===== src/adpp_consts.vh =====
`ifndef ADPP_CONSTS_VH
`define ADPP_CONSTS_VH
// register byte offsets
`define ADPP_REG_CTRL      4'h0
`define ADPP_REG_GAIN      4'h4
`define ADPP_REG_TRIM      4'h8
`define ADPP_REG_STATUS    4'hC
// control register fields
`define ADPP_CTRL_DIGEN    0
`define ADPP_CTRL_SLEEP    1
`define ADPP_CTRL_STBY_A   2
`define ADPP_CTRL_STBY_B   3
`define ADPP_CTRL_FMT      4
`define ADPP_CTRL_DDR      5
`define ADPP_CTRL_ILV      6
`define ADPP_CTRL_PINSEL   7
// trim register fields
`define ADPP_TRIM_EN       0
`define ADPP_TRIM_HOLD     1
`define ADPP_TRIM_TC_LSB   4
// reset values
`define ADPP_CTRL_RST      8'h00
`define ADPP_GAIN_RST      4'h0
`define ADPP_TRIM_RST      8'h02
// pipeline depths
`define ADPP_RAW_LAT       16
`define ADPP_DIG_EXTRA     4
`define ADPP_DIG_EXTRA_W   2
// codes
`define ADPP_GAIN_MAX      4'hC
`define ADPP_TC_MAX        4'hB
`define ADPP_OB_POS        14'h3FFF
`define ADPP_OB_NEG        14'h0000
`define ADPP_TC_POS        14'h1FFF
`define ADPP_TC_NEG        14'h2000
// trim limit, about 10 mV of a 2 Vpp span at 14 bits
`define ADPP_TRIM_LIM      14'h0052
// timing in microseconds and nanoseconds
`define ADPP_WAKE_FULL_US  100
`define ADPP_WAKE_STBY_US  50
`define ADPP_CLK_NS        25
`define ADPP_SLOW_NS       1000
`define ADPP_WAKE_FULL_CYC ((`ADPP_WAKE_FULL_US*1000)/`ADPP_CLK_NS)
`define ADPP_WAKE_STBY_CYC ((`ADPP_WAKE_STBY_US*1000)/`ADPP_CLK_NS)
`define ADPP_SLOW_CYC      ((`ADPP_SLOW_NS+`ADPP_CLK_NS-1)/`ADPP_CLK_NS)
`endif


===== src/adpp_top.v =====
// Contract
// - reset gives raw samples, sixteen sample delay
// - processing only after digital enable set
// - processing adds pipeline stages to latency
// - gain zero to six dB, half steps
// - gain resets to zero dB
// - trim estimates and subtracts bounded dc offset
// - unheld trim updates every sample
// - four bit averaging time select
// - hold low freezes the estimate
// - trim disabled after reset
// - sleep and standby by bits or pins
// - pins low normal, first pin sleep
// - pins one and three: channel A standby
// - all pins high: interleave on B
// - sleep floats outputs, 100 us wake
// - standby releases after 50 us
// - slow sample clock enters low power
// - twos complement or offset binary coding
// - overdrive saturates to full scale codes
// - 14 bit samples with forwarded clock
// - DDR or CMOS interface select
// - DDR even bits rise, odd fall
// - interleave floats channel A bus
//
// The register offsets and register access over Wishbone are this design's own decisions.
`include "adpp_consts.vh"
module adpp_top #(
    parameter WAKE_FULL_CYC = `ADPP_WAKE_FULL_CYC,
    parameter WAKE_STBY_CYC = `ADPP_WAKE_STBY_CYC
) (
    input  wire        clk_i,
    input  wire        rst_i,
    input  wire [3:0]  wb_adr_i,
    input  wire [31:0] wb_dat_i,
    input  wire [3:0]  wb_sel_i,
    input  wire        wb_we_i,
    input  wire        wb_cyc_i,
    input  wire        wb_stb_i,
    output reg  [31:0] wb_dat_o,
    output reg         wb_ack_o,
    input  wire        samp_clk_i,
    input  wire [13:0] raw_a_i,
    input  wire [13:0] raw_b_i,
    input  wire        ovr_a_i,
    input  wire        ovr_b_i,
    input  wire        power_pin_1_i,
    input  wire        power_pin_2_i,
    input  wire        power_pin_3_i,
    input  wire        format_select_pin_i,
    input  wire        serial_select_pin_i,
    output reg  [13:0] chan_a_bus_o,
    output reg         chan_a_bus_oe_o,
    output reg  [13:0] chan_b_bus_o,
    output reg         chan_b_bus_oe_o,
    output reg         fwd_clock_pos_o,
    output reg         fwd_clock_oe_o,
    output reg         ddr_mode_o,
    output reg         core_sleep_o,
    output reg         core_stby_a_o,
    output reg         core_stby_b_o,
    output reg         low_power_o
);
    // register storage
    reg  [7:0]  ctrl;             // control bits
    reg  [3:0]  gain;             // gain in half dB steps
    reg  [7:0]  trim;             // trim enable, hold, time constant
    // three stage synchronisers for pins and sample clock; raw data takes two stages
    reg  [2:0]  sc_sy;            // sample clock sync
    reg  [2:0]  p1_sy, p2_sy, p3_sy, fp_sy, sp_sy; // pin syncs, three stages
    reg  [13:0] a_s1, a_s2;       // data capture, registered every cycle, used on the sample edge
    reg  [13:0] b_s1, b_s2;
    reg         oa_s1, oa_s2, ob_s1, ob_s2;
    // edges judged on stages two and three
    wire        samp_rise = sc_sy[1] & ~sc_sy[2];
    wire        samp_fall = sc_sy[2] & ~sc_sy[1];
    // pin levels count once second and third stages agree
    reg         pin_1, pin_2, pin_3, pin_fmt, pin_ser;

    // synchronisers; first stage read only by second
    always @(posedge clk_i) begin
        if (rst_i) begin
            sc_sy <= 3'b000;
            p1_sy <= 3'h0;
            p2_sy <= 3'h0;
            p3_sy <= 3'h0;
            fp_sy <= 3'h0;
            sp_sy <= 3'h0;
            pin_1 <= 1'b0;
            pin_2 <= 1'b0;
            pin_3 <= 1'b0;
            pin_fmt <= 1'b0;
            pin_ser <= 1'b0;
        end else begin
            sc_sy <= {sc_sy[1:0], samp_clk_i};
            p1_sy <= {p1_sy[1:0], power_pin_1_i};
            p2_sy <= {p2_sy[1:0], power_pin_2_i};
            p3_sy <= {p3_sy[1:0], power_pin_3_i};
            fp_sy <= {fp_sy[1:0], format_select_pin_i};
            sp_sy <= {sp_sy[1:0], serial_select_pin_i};
            // a level changes only when stages two and three agree
            if (p1_sy[1] == p1_sy[2]) pin_1 <= p1_sy[2];
            if (p2_sy[1] == p2_sy[2]) pin_2 <= p2_sy[2];
            if (p3_sy[1] == p3_sy[2]) pin_3 <= p3_sy[2];
            if (fp_sy[1] == fp_sy[2]) pin_fmt <= fp_sy[2];
            if (sp_sy[1] == sp_sy[2]) pin_ser <= sp_sy[2];
        end
    end

    // data is stable around the sample edge; take it two stages deep
    always @(posedge clk_i) begin
        if (rst_i) begin
            a_s1 <= 14'h0000; a_s2 <= 14'h0000;
            b_s1 <= 14'h0000; b_s2 <= 14'h0000;
            oa_s1 <= 1'b0; oa_s2 <= 1'b0; ob_s1 <= 1'b0; ob_s2 <= 1'b0;
        end else begin
            a_s1 <= raw_a_i; a_s2 <= a_s1;
            b_s1 <= raw_b_i; b_s2 <= b_s1;
            oa_s1 <= ovr_a_i; oa_s2 <= oa_s1;
            ob_s1 <= ovr_b_i; ob_s2 <= ob_s1;
        end
    end

    // control source: pins when pin select is set, else register bits
    wire use_pins = ctrl[`ADPP_CTRL_PINSEL];
    reg  m_sleep, m_stby_a, m_ilv;
    always @* begin
        m_sleep  = 1'b0;
        m_stby_a = 1'b0;
        m_ilv    = 1'b0;
        if (use_pins) begin
            case ({pin_1, pin_2, pin_3})
                3'b000: ; // normal
                3'b100: m_sleep = 1'b1;
                3'b101: m_stby_a = 1'b1;
                3'b111: m_ilv = 1'b1;
                default: ; // unsupported codes stay normal
            endcase
        end else begin
            m_sleep  = ctrl[`ADPP_CTRL_SLEEP];
            m_stby_a = ctrl[`ADPP_CTRL_STBY_A];
            m_ilv    = ctrl[`ADPP_CTRL_ILV];
        end
    end
    // pins offer no standby for channel B
    wire m_stby_b = use_pins ? 1'b0 : ctrl[`ADPP_CTRL_STBY_B];
    wire fmt_tc   = use_pins ? pin_fmt : ctrl[`ADPP_CTRL_FMT];
    wire ddr_sel  = use_pins ? pin_ser : ctrl[`ADPP_CTRL_DDR];

    // wake counters: data held invalid until counts expire
    reg [31:0] wake_full, wake_a, wake_b;
    reg        was_sleep, was_a, was_b;
    // slow clock detector: gap between sample edges in system cycles
    reg [7:0]  gap;
    reg        slow;
    always @(posedge clk_i) begin
        if (rst_i) begin
            wake_full <= 32'h0000_0000;
            wake_a <= 32'h0000_0000;
            wake_b <= 32'h0000_0000;
            was_sleep <= 1'b0; was_a <= 1'b0; was_b <= 1'b0;
            gap <= 8'h00;
            slow <= 1'b0;
        end else begin
            was_sleep <= m_sleep;
            was_a <= m_stby_a;
            was_b <= m_stby_b;
            if (was_sleep & ~m_sleep) wake_full <= WAKE_FULL_CYC;
            else if (m_sleep) wake_full <= 32'h0000_0000;
            else if (wake_full != 32'h0000_0000) wake_full <= wake_full - 32'h0000_0001;
            if (was_a & ~m_stby_a) wake_a <= WAKE_STBY_CYC;
            else if (wake_a != 32'h0000_0000) wake_a <= wake_a - 32'h0000_0001;
            if (was_b & ~m_stby_b) wake_b <= WAKE_STBY_CYC;
            else if (wake_b != 32'h0000_0000) wake_b <= wake_b - 32'h0000_0001;
            // a long wait between sample edges means under 1 MSPS
            if (samp_rise) begin
                gap <= 8'h00;
                slow <= 1'b0;
            end else if (gap >= `ADPP_SLOW_CYC) begin
                slow <= 1'b1;
            end else begin
                gap <= gap + 8'h01;
            end
        end
    end
    // valid once the full and own-channel wake counts are spent
    wire valid_a = ~m_sleep & ~m_stby_a & (wake_full == 32'h0) & (wake_a == 32'h0);
    wire valid_b = ~m_sleep & ~m_stby_b & (wake_full == 32'h0) & (wake_b == 32'h0);

    // gain in fixed point, 2.7 format, approx 10^(g/40)
    reg [8:0] gmul;
    always @* begin
        case (gain)
            4'd0:  gmul = 9'd128;
            4'd1:  gmul = 9'd136;
            4'd2:  gmul = 9'd144;
            4'd3:  gmul = 9'd152;
            4'd4:  gmul = 9'd161;
            4'd5:  gmul = 9'd171;
            4'd6:  gmul = 9'd181;
            4'd7:  gmul = 9'd192;
            4'd8:  gmul = 9'd203;
            4'd9:  gmul = 9'd215;
            4'd10: gmul = 9'd228;
            4'd11: gmul = 9'd242;
            default: gmul = 9'd256;
        endcase
    end

    // processing of one channel in signed offset-removed form
    wire        digen = ctrl[`ADPP_CTRL_DIGEN];
    wire [3:0]  tc = trim[`ADPP_TRIM_TC_LSB+3:`ADPP_TRIM_TC_LSB];
    wire [4:0]  shf = 5'd20 + {1'b0, (tc > `ADPP_TC_MAX) ? `ADPP_TC_MAX : tc};
    // leaky sum: loses one estimate each sample
    reg  signed [45:0] acc_a, acc_b; // offset estimate, scaled by 2^shf
    wire signed [14:0] sa = {1'b0, a_s2} - 15'sd8192;
    wire signed [14:0] sb = {1'b0, b_s2} - 15'sd8192;
    // scaled back, the estimate fits 15 bits
    wire signed [45:0] sh_a = acc_a >>> shf;
    wire signed [45:0] sh_b = acc_b >>> shf;
    wire signed [14:0] est_a = sh_a[14:0];
    wire signed [14:0] est_b = sh_b[14:0];
    // hold high runs the loop, low freezes it
    wire trim_on = digen & trim[`ADPP_TRIM_EN];
    wire trim_run = trim_on & trim[`ADPP_TRIM_HOLD]; // hold at 0 freezes
    // saturation wins over coding
    function [13:0] proc;
        input signed [14:0] s;
        input signed [14:0] e;
        input        [8:0]  g;
        input               ov;
        input               tcf;
        reg signed [15:0] lim;
        reg signed [25:0] p;
        reg signed [15:0] r;
        begin
            lim = (e > 15'sd82) ? 16'sd82 : ((e < -15'sd82) ? -16'sd82 : e);
            p = (s - lim) * $signed({1'b0, g});
            r = p[22:7];
            if (ov | r > 16'sd8191) proc = tcf ? `ADPP_TC_POS : `ADPP_OB_POS;
            else if (r < -16'sd8192) proc = tcf ? `ADPP_TC_NEG : `ADPP_OB_NEG;
            else proc = tcf ? r[13:0] : {~r[13], r[12:0]};
        end
    endfunction

    // raw pipeline plus extra processing stages
    localparam DEPTH = `ADPP_RAW_LAT + `ADPP_DIG_EXTRA;
    reg [13:0] pa [0:DEPTH-1];
    reg [13:0] pb [0:DEPTH-1];
    integer i;
    always @(posedge clk_i) begin
        if (rst_i) begin
            acc_a <= 46'sd0;
            acc_b <= 46'sd0;
            for (i = 0; i < DEPTH; i = i + 1) begin
                pa[i] <= 14'h0000;
                pb[i] <= 14'h0000;
            end
        end else if (samp_rise) begin
            if (trim_run) begin
                acc_a <= acc_a + sa - est_a;
                acc_b <= acc_b + sb - est_b;
            end else if (~trim_on) begin
                acc_a <= 46'sd0;
                acc_b <= 46'sd0;
            end
            if (digen) begin
                pa[0] <= proc(sa, trim_on ? est_a : 15'sd0, gmul, oa_s2, fmt_tc);
                pb[0] <= proc(sb, trim_on ? est_b : 15'sd0, gmul, ob_s2, fmt_tc);
            end else begin
                pa[0] <= oa_s2 ? {~fmt_tc, 13'h1FFF} :
                         fmt_tc ? {~a_s2[13], a_s2[12:0]} : a_s2; // raw
                pb[0] <= ob_s2 ? {~fmt_tc, 13'h1FFF} :
                         fmt_tc ? {~b_s2[13], b_s2[12:0]} : b_s2;
            end
            for (i = 1; i < DEPTH; i = i + 1) begin
                pa[i] <= pa[i-1];
                pb[i] <= pb[i-1];
            end
        end
    end
    // bypass taps at sixteen, processing taps four later
    wire [13:0] out_a = digen ? pa[DEPTH-1] : pa[`ADPP_RAW_LAT-1];
    wire [13:0] out_b = digen ? pb[DEPTH-1] : pb[`ADPP_RAW_LAT-1];
    // no extra stage: a word leaves on its tap rise
    wire [13:0] word_a = valid_a ? out_a : 14'h0000;
    wire [13:0] word_b = valid_b ? out_b : 14'h0000;

    // output stage: DDR even bits on rise, odd bits on fall
    reg [13:0] hold_a, hold_b;
    reg        ilv_ph;
    always @(posedge clk_i) begin
        if (rst_i) begin
            chan_a_bus_o <= 14'h0000; chan_b_bus_o <= 14'h0000;
            chan_a_bus_oe_o <= 1'b0; chan_b_bus_oe_o <= 1'b0;
            fwd_clock_pos_o <= 1'b0; fwd_clock_oe_o <= 1'b0;
            ddr_mode_o <= 1'b0; core_sleep_o <= 1'b0;
            core_stby_a_o <= 1'b0; core_stby_b_o <= 1'b0; low_power_o <= 1'b0;
            hold_a <= 14'h0000; hold_b <= 14'h0000; ilv_ph <= 1'b0;
        end else begin
            ddr_mode_o <= ddr_sel;
            core_sleep_o <= m_sleep;
            core_stby_a_o <= m_stby_a;
            core_stby_b_o <= m_stby_b;
            low_power_o <= slow | m_sleep;
            chan_a_bus_oe_o <= ~m_sleep & ~m_ilv;
            chan_b_bus_oe_o <= ~m_sleep;
            fwd_clock_oe_o <= ~m_sleep;
            if (samp_rise) begin
                hold_a <= word_a;
                hold_b <= word_b;
                ilv_ph <= ~ilv_ph;
                fwd_clock_pos_o <= 1'b1;
                if (m_ilv) begin
                    chan_b_bus_o <= ilv_ph ? word_b : word_a;
                end else if (ddr_sel) begin
                    chan_a_bus_o <= {7'h00, word_a[12], word_a[10], word_a[8], word_a[6],
                                     word_a[4], word_a[2], word_a[0]};
                    chan_b_bus_o <= {7'h00, word_b[12], word_b[10], word_b[8], word_b[6],
                                     word_b[4], word_b[2], word_b[0]};
                end else begin
                    chan_a_bus_o <= word_a; // CMOS
                    chan_b_bus_o <= word_b;
                end
            end else if (samp_fall) begin
                fwd_clock_pos_o <= 1'b0;
                if (ddr_sel & ~m_ilv) begin
                    chan_a_bus_o <= {7'h00, hold_a[13], hold_a[11], hold_a[9], hold_a[7],
                                     hold_a[5], hold_a[3], hold_a[1]};
                    chan_b_bus_o <= {7'h00, hold_b[13], hold_b[11], hold_b[9], hold_b[7],
                                     hold_b[5], hold_b[3], hold_b[1]};
                end
            end
        end
    end

    // wishbone classic slave, ack one cycle after request
    // a held request acks every other cycle
    wire req = wb_cyc_i & wb_stb_i & ~wb_ack_o;
    always @(posedge clk_i) begin
        if (rst_i) begin
            ctrl <= `ADPP_CTRL_RST;
            gain <= `ADPP_GAIN_RST;
            trim <= `ADPP_TRIM_RST;
            wb_ack_o <= 1'b0;
            wb_dat_o <= 32'h0000_0000;
        end else begin
            wb_ack_o <= req;
            if (req & wb_we_i & wb_sel_i[0]) begin
                case (wb_adr_i)
                    `ADPP_REG_CTRL: ctrl <= wb_dat_i[7:0];
                    // gain and trim accepted only with processing enabled
                    `ADPP_REG_GAIN: if (digen) gain <= (wb_dat_i[3:0] > `ADPP_GAIN_MAX) ?
                                        `ADPP_GAIN_MAX : wb_dat_i[3:0];
                    `ADPP_REG_TRIM: if (digen) trim <= wb_dat_i[7:0];
                    default: ;
                endcase
            end
            if (req & ~wb_we_i) begin
                case (wb_adr_i)
                    `ADPP_REG_CTRL:   wb_dat_o <= {24'h00_0000, ctrl};
                    `ADPP_REG_GAIN:   wb_dat_o <= {28'h000_0000, gain};
                    `ADPP_REG_TRIM:   wb_dat_o <= {24'h00_0000, trim};
                    `ADPP_REG_STATUS: wb_dat_o <= {25'h000_0000, slow, valid_b, valid_a,
                                                   m_ilv, m_stby_b, m_stby_a, m_sleep};
                    default:          wb_dat_o <= 32'h0000_0000;
                endcase
            end
        end
    end
endmodule


===== config.mk =====
export PLATFORM = sky130hd
export DESIGN_NAME = adpp_top
export DESIGN_NICKNAME = d
export VERILOG_FILES = /design/src/adpp_top.v
export VERILOG_INCLUDE_DIRS = /design/src
export SDC_FILE = /design/constraint.sdc
export NUM_CORES = 2
export LEC_CHECK = 0
export BUFFER_PORTS_ARGS = -buffer_cell sky130_fd_sc_hd__buf_2
export CORE_MARGIN = 2
export CORE_UTILIZATION = 30
export DETAILED_ROUTE_END_ITERATION = 16
export GPL_ROUTABILITY_DRIVEN = 0
export PLACE_DENSITY = 0.43
export SETUP_SLACK_MARGIN = 0.02
export SYNTH_ARGS = -nofsm -noshare
export SYNTH_HDL_FRONTEND = slang
export SYNTH_SLANG_ARGS = --single-unit

===== constraint.sdc =====
create_clock -name clk_i -period 14.8 [get_ports clk_i]
set_input_delay 2.96 -clock clk_i [delete_from_list [all_inputs] [get_ports clk_i]]
set_output_delay 2.96 -clock clk_i [all_outputs]
set_load 0.02 [all_outputs]

-- Yosys cells after proc, flatten, opt, wreduce, memory -nomap -nowiden
Memories as Yosys holds them, arrays and structs flattened. A register that Yosys moved wholly into a read port is not among the register bits.
Index checks and enable logic that the tools add are counted.
- register bits after elaboration: 398
- RAM bits: 560
- memory bits (read-only): 144
- bits of input ports: 81
- output and inout port bits: 70
- logic and storage cells: 312
- memories: 3
- memory list (name ; depth ; width ; rd ports ; clocked after memory_dff ; write ports ; RTL line ; text):
    pa ; 20 ; 14 ; 20 ; 0 ; 20 ; adpp_top.v:248 ; reg [13:0] pa [0:DEPTH-1];
    pb ; 20 ; 14 ; 20 ; 0 ; 20 ; adpp_top.v:249 ; reg [13:0] pb [0:DEPTH-1];
    (name not given) ; 16 ; 9 ; 1 ; 1 ; 0 ; adpp_top.v:193 ; case (gain)
- $add $sub $neg: 13
- multipliers: 2
- magnitude comparators: 11
- equal/unequal tests: 13
- shift-type cells: 2
- muxes and demuxes: 120
- bitwise logic cells: 79
- reductions and logical operators: 22
- operators by type and width (cell ; number):
    $mux W14 ; 75
    $mux W46 ; 3
    $logic_not A32 Y1 ; 3
    $reduce_bool A32 Y1 ; 3
    $sub A32 B1 Y32 const B ; 3
    $add A46 B15 Y46 ; 2
    $sshr A46 B5 Y15 ; 2
    $sub A46 B15 Y46 ; 2
    $mux W16 ; 4
    $mul A17 B10 Y23 ; 2
    $or A1 B1 Y1 ; 45
    $mux W11 ; 4
    $mux W12 ; 3
    $sub A15 B16 Y17 ; 2
    $gt A16 B14 Y1 const B ; 2
    $lt A16 B14 Y1 const B ; 2
    $pmux W8 S4 ; 1
    $gt A15 B8 Y1 const B ; 2
    $lt A15 B8 Y1 const B ; 2
    $mux W15 ; 2
    $sub A14 B14 Y15 const B ; 2
    $mux W1 ; 24
    $and A1 B1 Y1 ; 20
    $mux W4 ; 4
    18 further kinds ; 48

-- Depth between registers and ports, before layout
- word-level depth: 19
- depth in mapped cells: 52
- gate-level depth less buffers: 48

-- Worst setup path before layout
No wires, ideal clock.
- kind: register to register
- from: register trim[6]
- to: memory pa[0][10], data pin
- setup time: 0.270 ns
- arrival time: 12.622 ns
- data required time: 14.530 ns
- path slack: 1.908 ns
- cell stages (with the launch flop): 47
- clock period less this slack: 12.892 ns
- cells stage by stage: dfxtp_1 -> clkbuf_1 -> a21oi_1 -> clkbuf_1 -> buf_2 -> clkbuf_1 -> mux2i_1 -> mux2i_1 -> o21ai_1 -> nand2_1 -> nor3_1 -> o21ai_0 -> ha_1 -> clkbuf_1 -> nor2_1 -> nand2_1 -> nor2_1 -> ha_1 -> (+11 left out) -> fa_1 -> inv_1 -> fa_1 -> fa_1 -> fa_1 -> fa_1 -> xnor2_1 -> xnor2_1 -> xnor2_1 -> xnor2_1 -> mux4_2 -> nor2_1 -> and4_1 -> or2_0 -> a21oi_1 -> a311oi_1 -> clkbuf_1 -> a21oi_1
- RTL lines (what ; RTL line ; text):
    from (decl) ; adpp_top.v:67 ; reg [7:0] trim;
    from (signal assigned) ; adpp_top.v:344 ; trim <= `ADPP_TRIM_RST;
    from (signal assigned) ; adpp_top.v:355 ; `ADPP_REG_TRIM: if (digen) trim <= wb_dat_i[7:0];
    to (decl) ; adpp_top.v:248 ;

==> results.cfg <==
[route]
ant_nets = 0
drc = 0
wirelength_mm = 128.6
drt_iter0_markers = 1930
post_drt_wl_per_cell_um = 16.35
vias = 36160
drt_pass1_iterations = 5
vias_per_cell = 4.596

[layout]
syn2layout_area_growth_pct = 12.07
nets = 6016
final_layout_size_suffix_gt1_share_pct = 7.391
regArea_um2 = 24210
multi_input_area_um2 = 27660
fillers = 18600
finalNonFillerCells = 7867

[power_and_ir_drop]
power_frac_seq_pct = 43.8
power.share.clock_pct = 38.0
comb_power_share_pct = 18.2
p_per_area_nw_per_um2 = 114.2
p_sw_mw = 1.965
p_int_mw = 5.070
p_leak_nw = 25.63
p_sw_share_pct = 27.93
p_total_mw = 7.034
ir_worst_vdd_v = 0.00008837

[setup_path]
crit_type = reg2reg
start_kind = register
slowest_stage = xnor2_1
cp-end-kind = register
reg2reg_from = trim[5]
arrival_ns = 13.05
reg2reg_to = pb[0][7]
slowest_delay_ns = 0.87
worstPathMaxFanout = 44
cp.required_ns = 15.17
r2r_setup_slack_ns = 2.12
worst-r2r-cell-count = 40
cp_common_cell = fa_1

[sta]
worst_pin_slew_ns = 1.119
maxSlewHeadroom_pct = 24.88
fin_tns_setup_ns = 0
finalHoldViolCount = 0
fmax_ghz = 0.07886
fin_crit_sh_pct = 85.68
rsz0062_at_grt = false
fin_worst_skew_ns = 0.04192
period_needed_ns = 12.68
whs_ns = 0.4199
setup_viol = 0
slew_violations = 0

[floorplanning]
initial_core_util_pct = 30.11
core_area_um2 = 182500
ioPinCount = 151
die_h_um = 432.0
dieArea_um2 = 186600
row_count = 157
die_w_um = 432.0

[yosys]
ys.warnings.count = 0
synth.area.top_cells = edfxtp_1 31%, dfxtp_1 13%, fa_1 11%, and2_1 6.9%, ha_1 5.3%
syn_inst = 5357
synth_edf_count = 560
synth_flop_cell = edfxtp_1
synth-seq-cells = 929
synth_top_area_cell = edfxtp_1
netlist_top_cells_count = 607 x and2_1, 574 x inv_1, 560 x edfxtp_1
yosysMostFrequentCell = and2_1
syn-cell-area_um2 = 54950
async_flop_share_pct = 0
ys_seq_area_share_pct = 44.05
synth_top_area_share_pct = 30.61
syn_area_per_cell_um2 = 10.26
yosysUniqueCellTypes = 80

[global_route]
grt_pass1_wl_mm = 205.5
grt_max_degree = 230
grt_pass1_vias = 36110
grtUsageTotal_pct = 13.80
overflow = 0
antenna_found_initial = 2

[worst_hold_path]
hold_end = p3_sy[1]
hold_depth = 1
min_path_type = reg2reg
min_from = p3_sy[0]

[clock_tree]
clkLatencyLatePin_ns = 0.73
clkTransAtPathRegs_ns = 0.06
post-cts-setup-buffers = 0
cts_resized = 0
cts_max_level = 3
cts.sinks = 929
cts_tree = built
clock_path_buffers = 3
holdBufCountCts = 0
numCtsBuffers = 104
root_buffer = clkbuf_16

[flow_run]
max_cap_viol_count = 0

[place]
hpwlAfterDp_mm = 89.42
dp_cells = 7669
io_buffer_count = 99

[outcome]
status = finished clean
==> worst max-delay path by stage <==
stage,from,endpoint
2_1_floorplan,trim[6],pa[0][10]
3_3_place_gp,trim[6],pb[0][11]
3_5_place_dp,trim[5],pb[0][7]
4_1_cts,trim[5],pb[0][7]
5_1_grt,trim[7],pb[0][7]
6_report,trim[5],pb[0][7]
==> per-layer routing <==
metal | routed length [um] | track usage (%) | share of wire (%) | vias to the layer above
li1 | - | - | - | 17940
met5 | 0 | 0 | 0 | -
met3 | 3508 | 1.755 | 2.7 | 157
met4 | 2834 | 3.651 | 2.2 | 0
met1 | 60600 | 18.48 | 47 | 17660
met2 | 61690 | 23.41 | 48 | 401
==> cells in the final DEF (no fill, tap or decap), types with 23 or more instances in the layout <==
cell type	n
a211oi_1	27
a21o_1	83
a21oi_1	265
a22oi_1	82
a31oi_1	26
and2_1	607
buf_2	98
buf_4	64
clkbuf_16	105
clkinv_1	23
conb_1	24
dfxtp_1	363
edfxtp_1	560
fa_1	311
ha_1	234
inv_1	574
mux2_2	24
mux2i_1	93
nand2_1	342
nand2b_1	27
nand3_1	47
nor2_1	397
nor2b_1	183
nor3_1	70
nor4_1	29
o21ai_0	176
o22ai_1	23
o31ai_1	25
or2_2	23
or3_1	33
xnor2_1	142
xor2_1	87
==> worst max-delay path, delay by kind of cell (launching register included) <==
family	cells	cell delay [ns]
compound gates	16	4.76
xor+xnor	1	0.87
fa+ha+maj	8	3.42
buf+inv	7	0.96
flops	1	0.31
mux	2	0.74
simple gates	6	1.23
==> final cells by class <==
class                   count  share of cell area, %
diodes                      2               0.008128
clock buffers             134                  4.574
clock inverters            62                  1.197
inverters                 576                  3.511
multi-input cells        3615                  44.91
flip-flops and latches    929                  39.32
well taps                2385                  4.846
repair buffers            164                  1.634
==> state kept, by name, summed over array words and instances (netlist names), 32 cells and up <==
name and cells:
pa 280, pb 280, acc_a 46, acc_b 46, wake_a 32, wake_b 32
wake_full 32
==> cells by family after synthesis <==
| kind of cell | Yosys count | share of synthesized area [%] |
|---|---|---|
| flops | 929 | 44.05 |
| fa+ha+maj | 545 | 16.66 |
| other cells | 1 | 0.006825 |
| simple gates | 1844 | 17.54 |
| xor+xnor | 230 | 3.694 |
| compound gates | 848 | 9.694 |
| buf+inv | 836 | 5.909 |
| mux | 124 | 2.450 |
==> power groups by stage <==
stage | logic [mW] | registers [mW] | clock network [mW]
after floorplan | 1.02 | 3.12 | 0
after global placement | 1.27 | 3.13 | 0
after detailed placement | 1.29 | 3.13 | 0
after CTS | 1.30 | 3.08 | 2.78
after global routing | 1.46 | 3.11 | 2.87
final | 1.28 | 3.08 | 2.68
==> per-stage QoR <==
step	utilization [%]	setup slack (ns)	cell area [um^2]
final	33.74	2.120	61580
after global routing	33.74	1.302	61580
after CTS	33.74	2.051	61570
after detailed placement	31.79	2.058	58020
after global placement	31.79	2.207	58020
after floorplan	-	1.908	55030
Note: power is estimated with default switching activity, not from simulation.
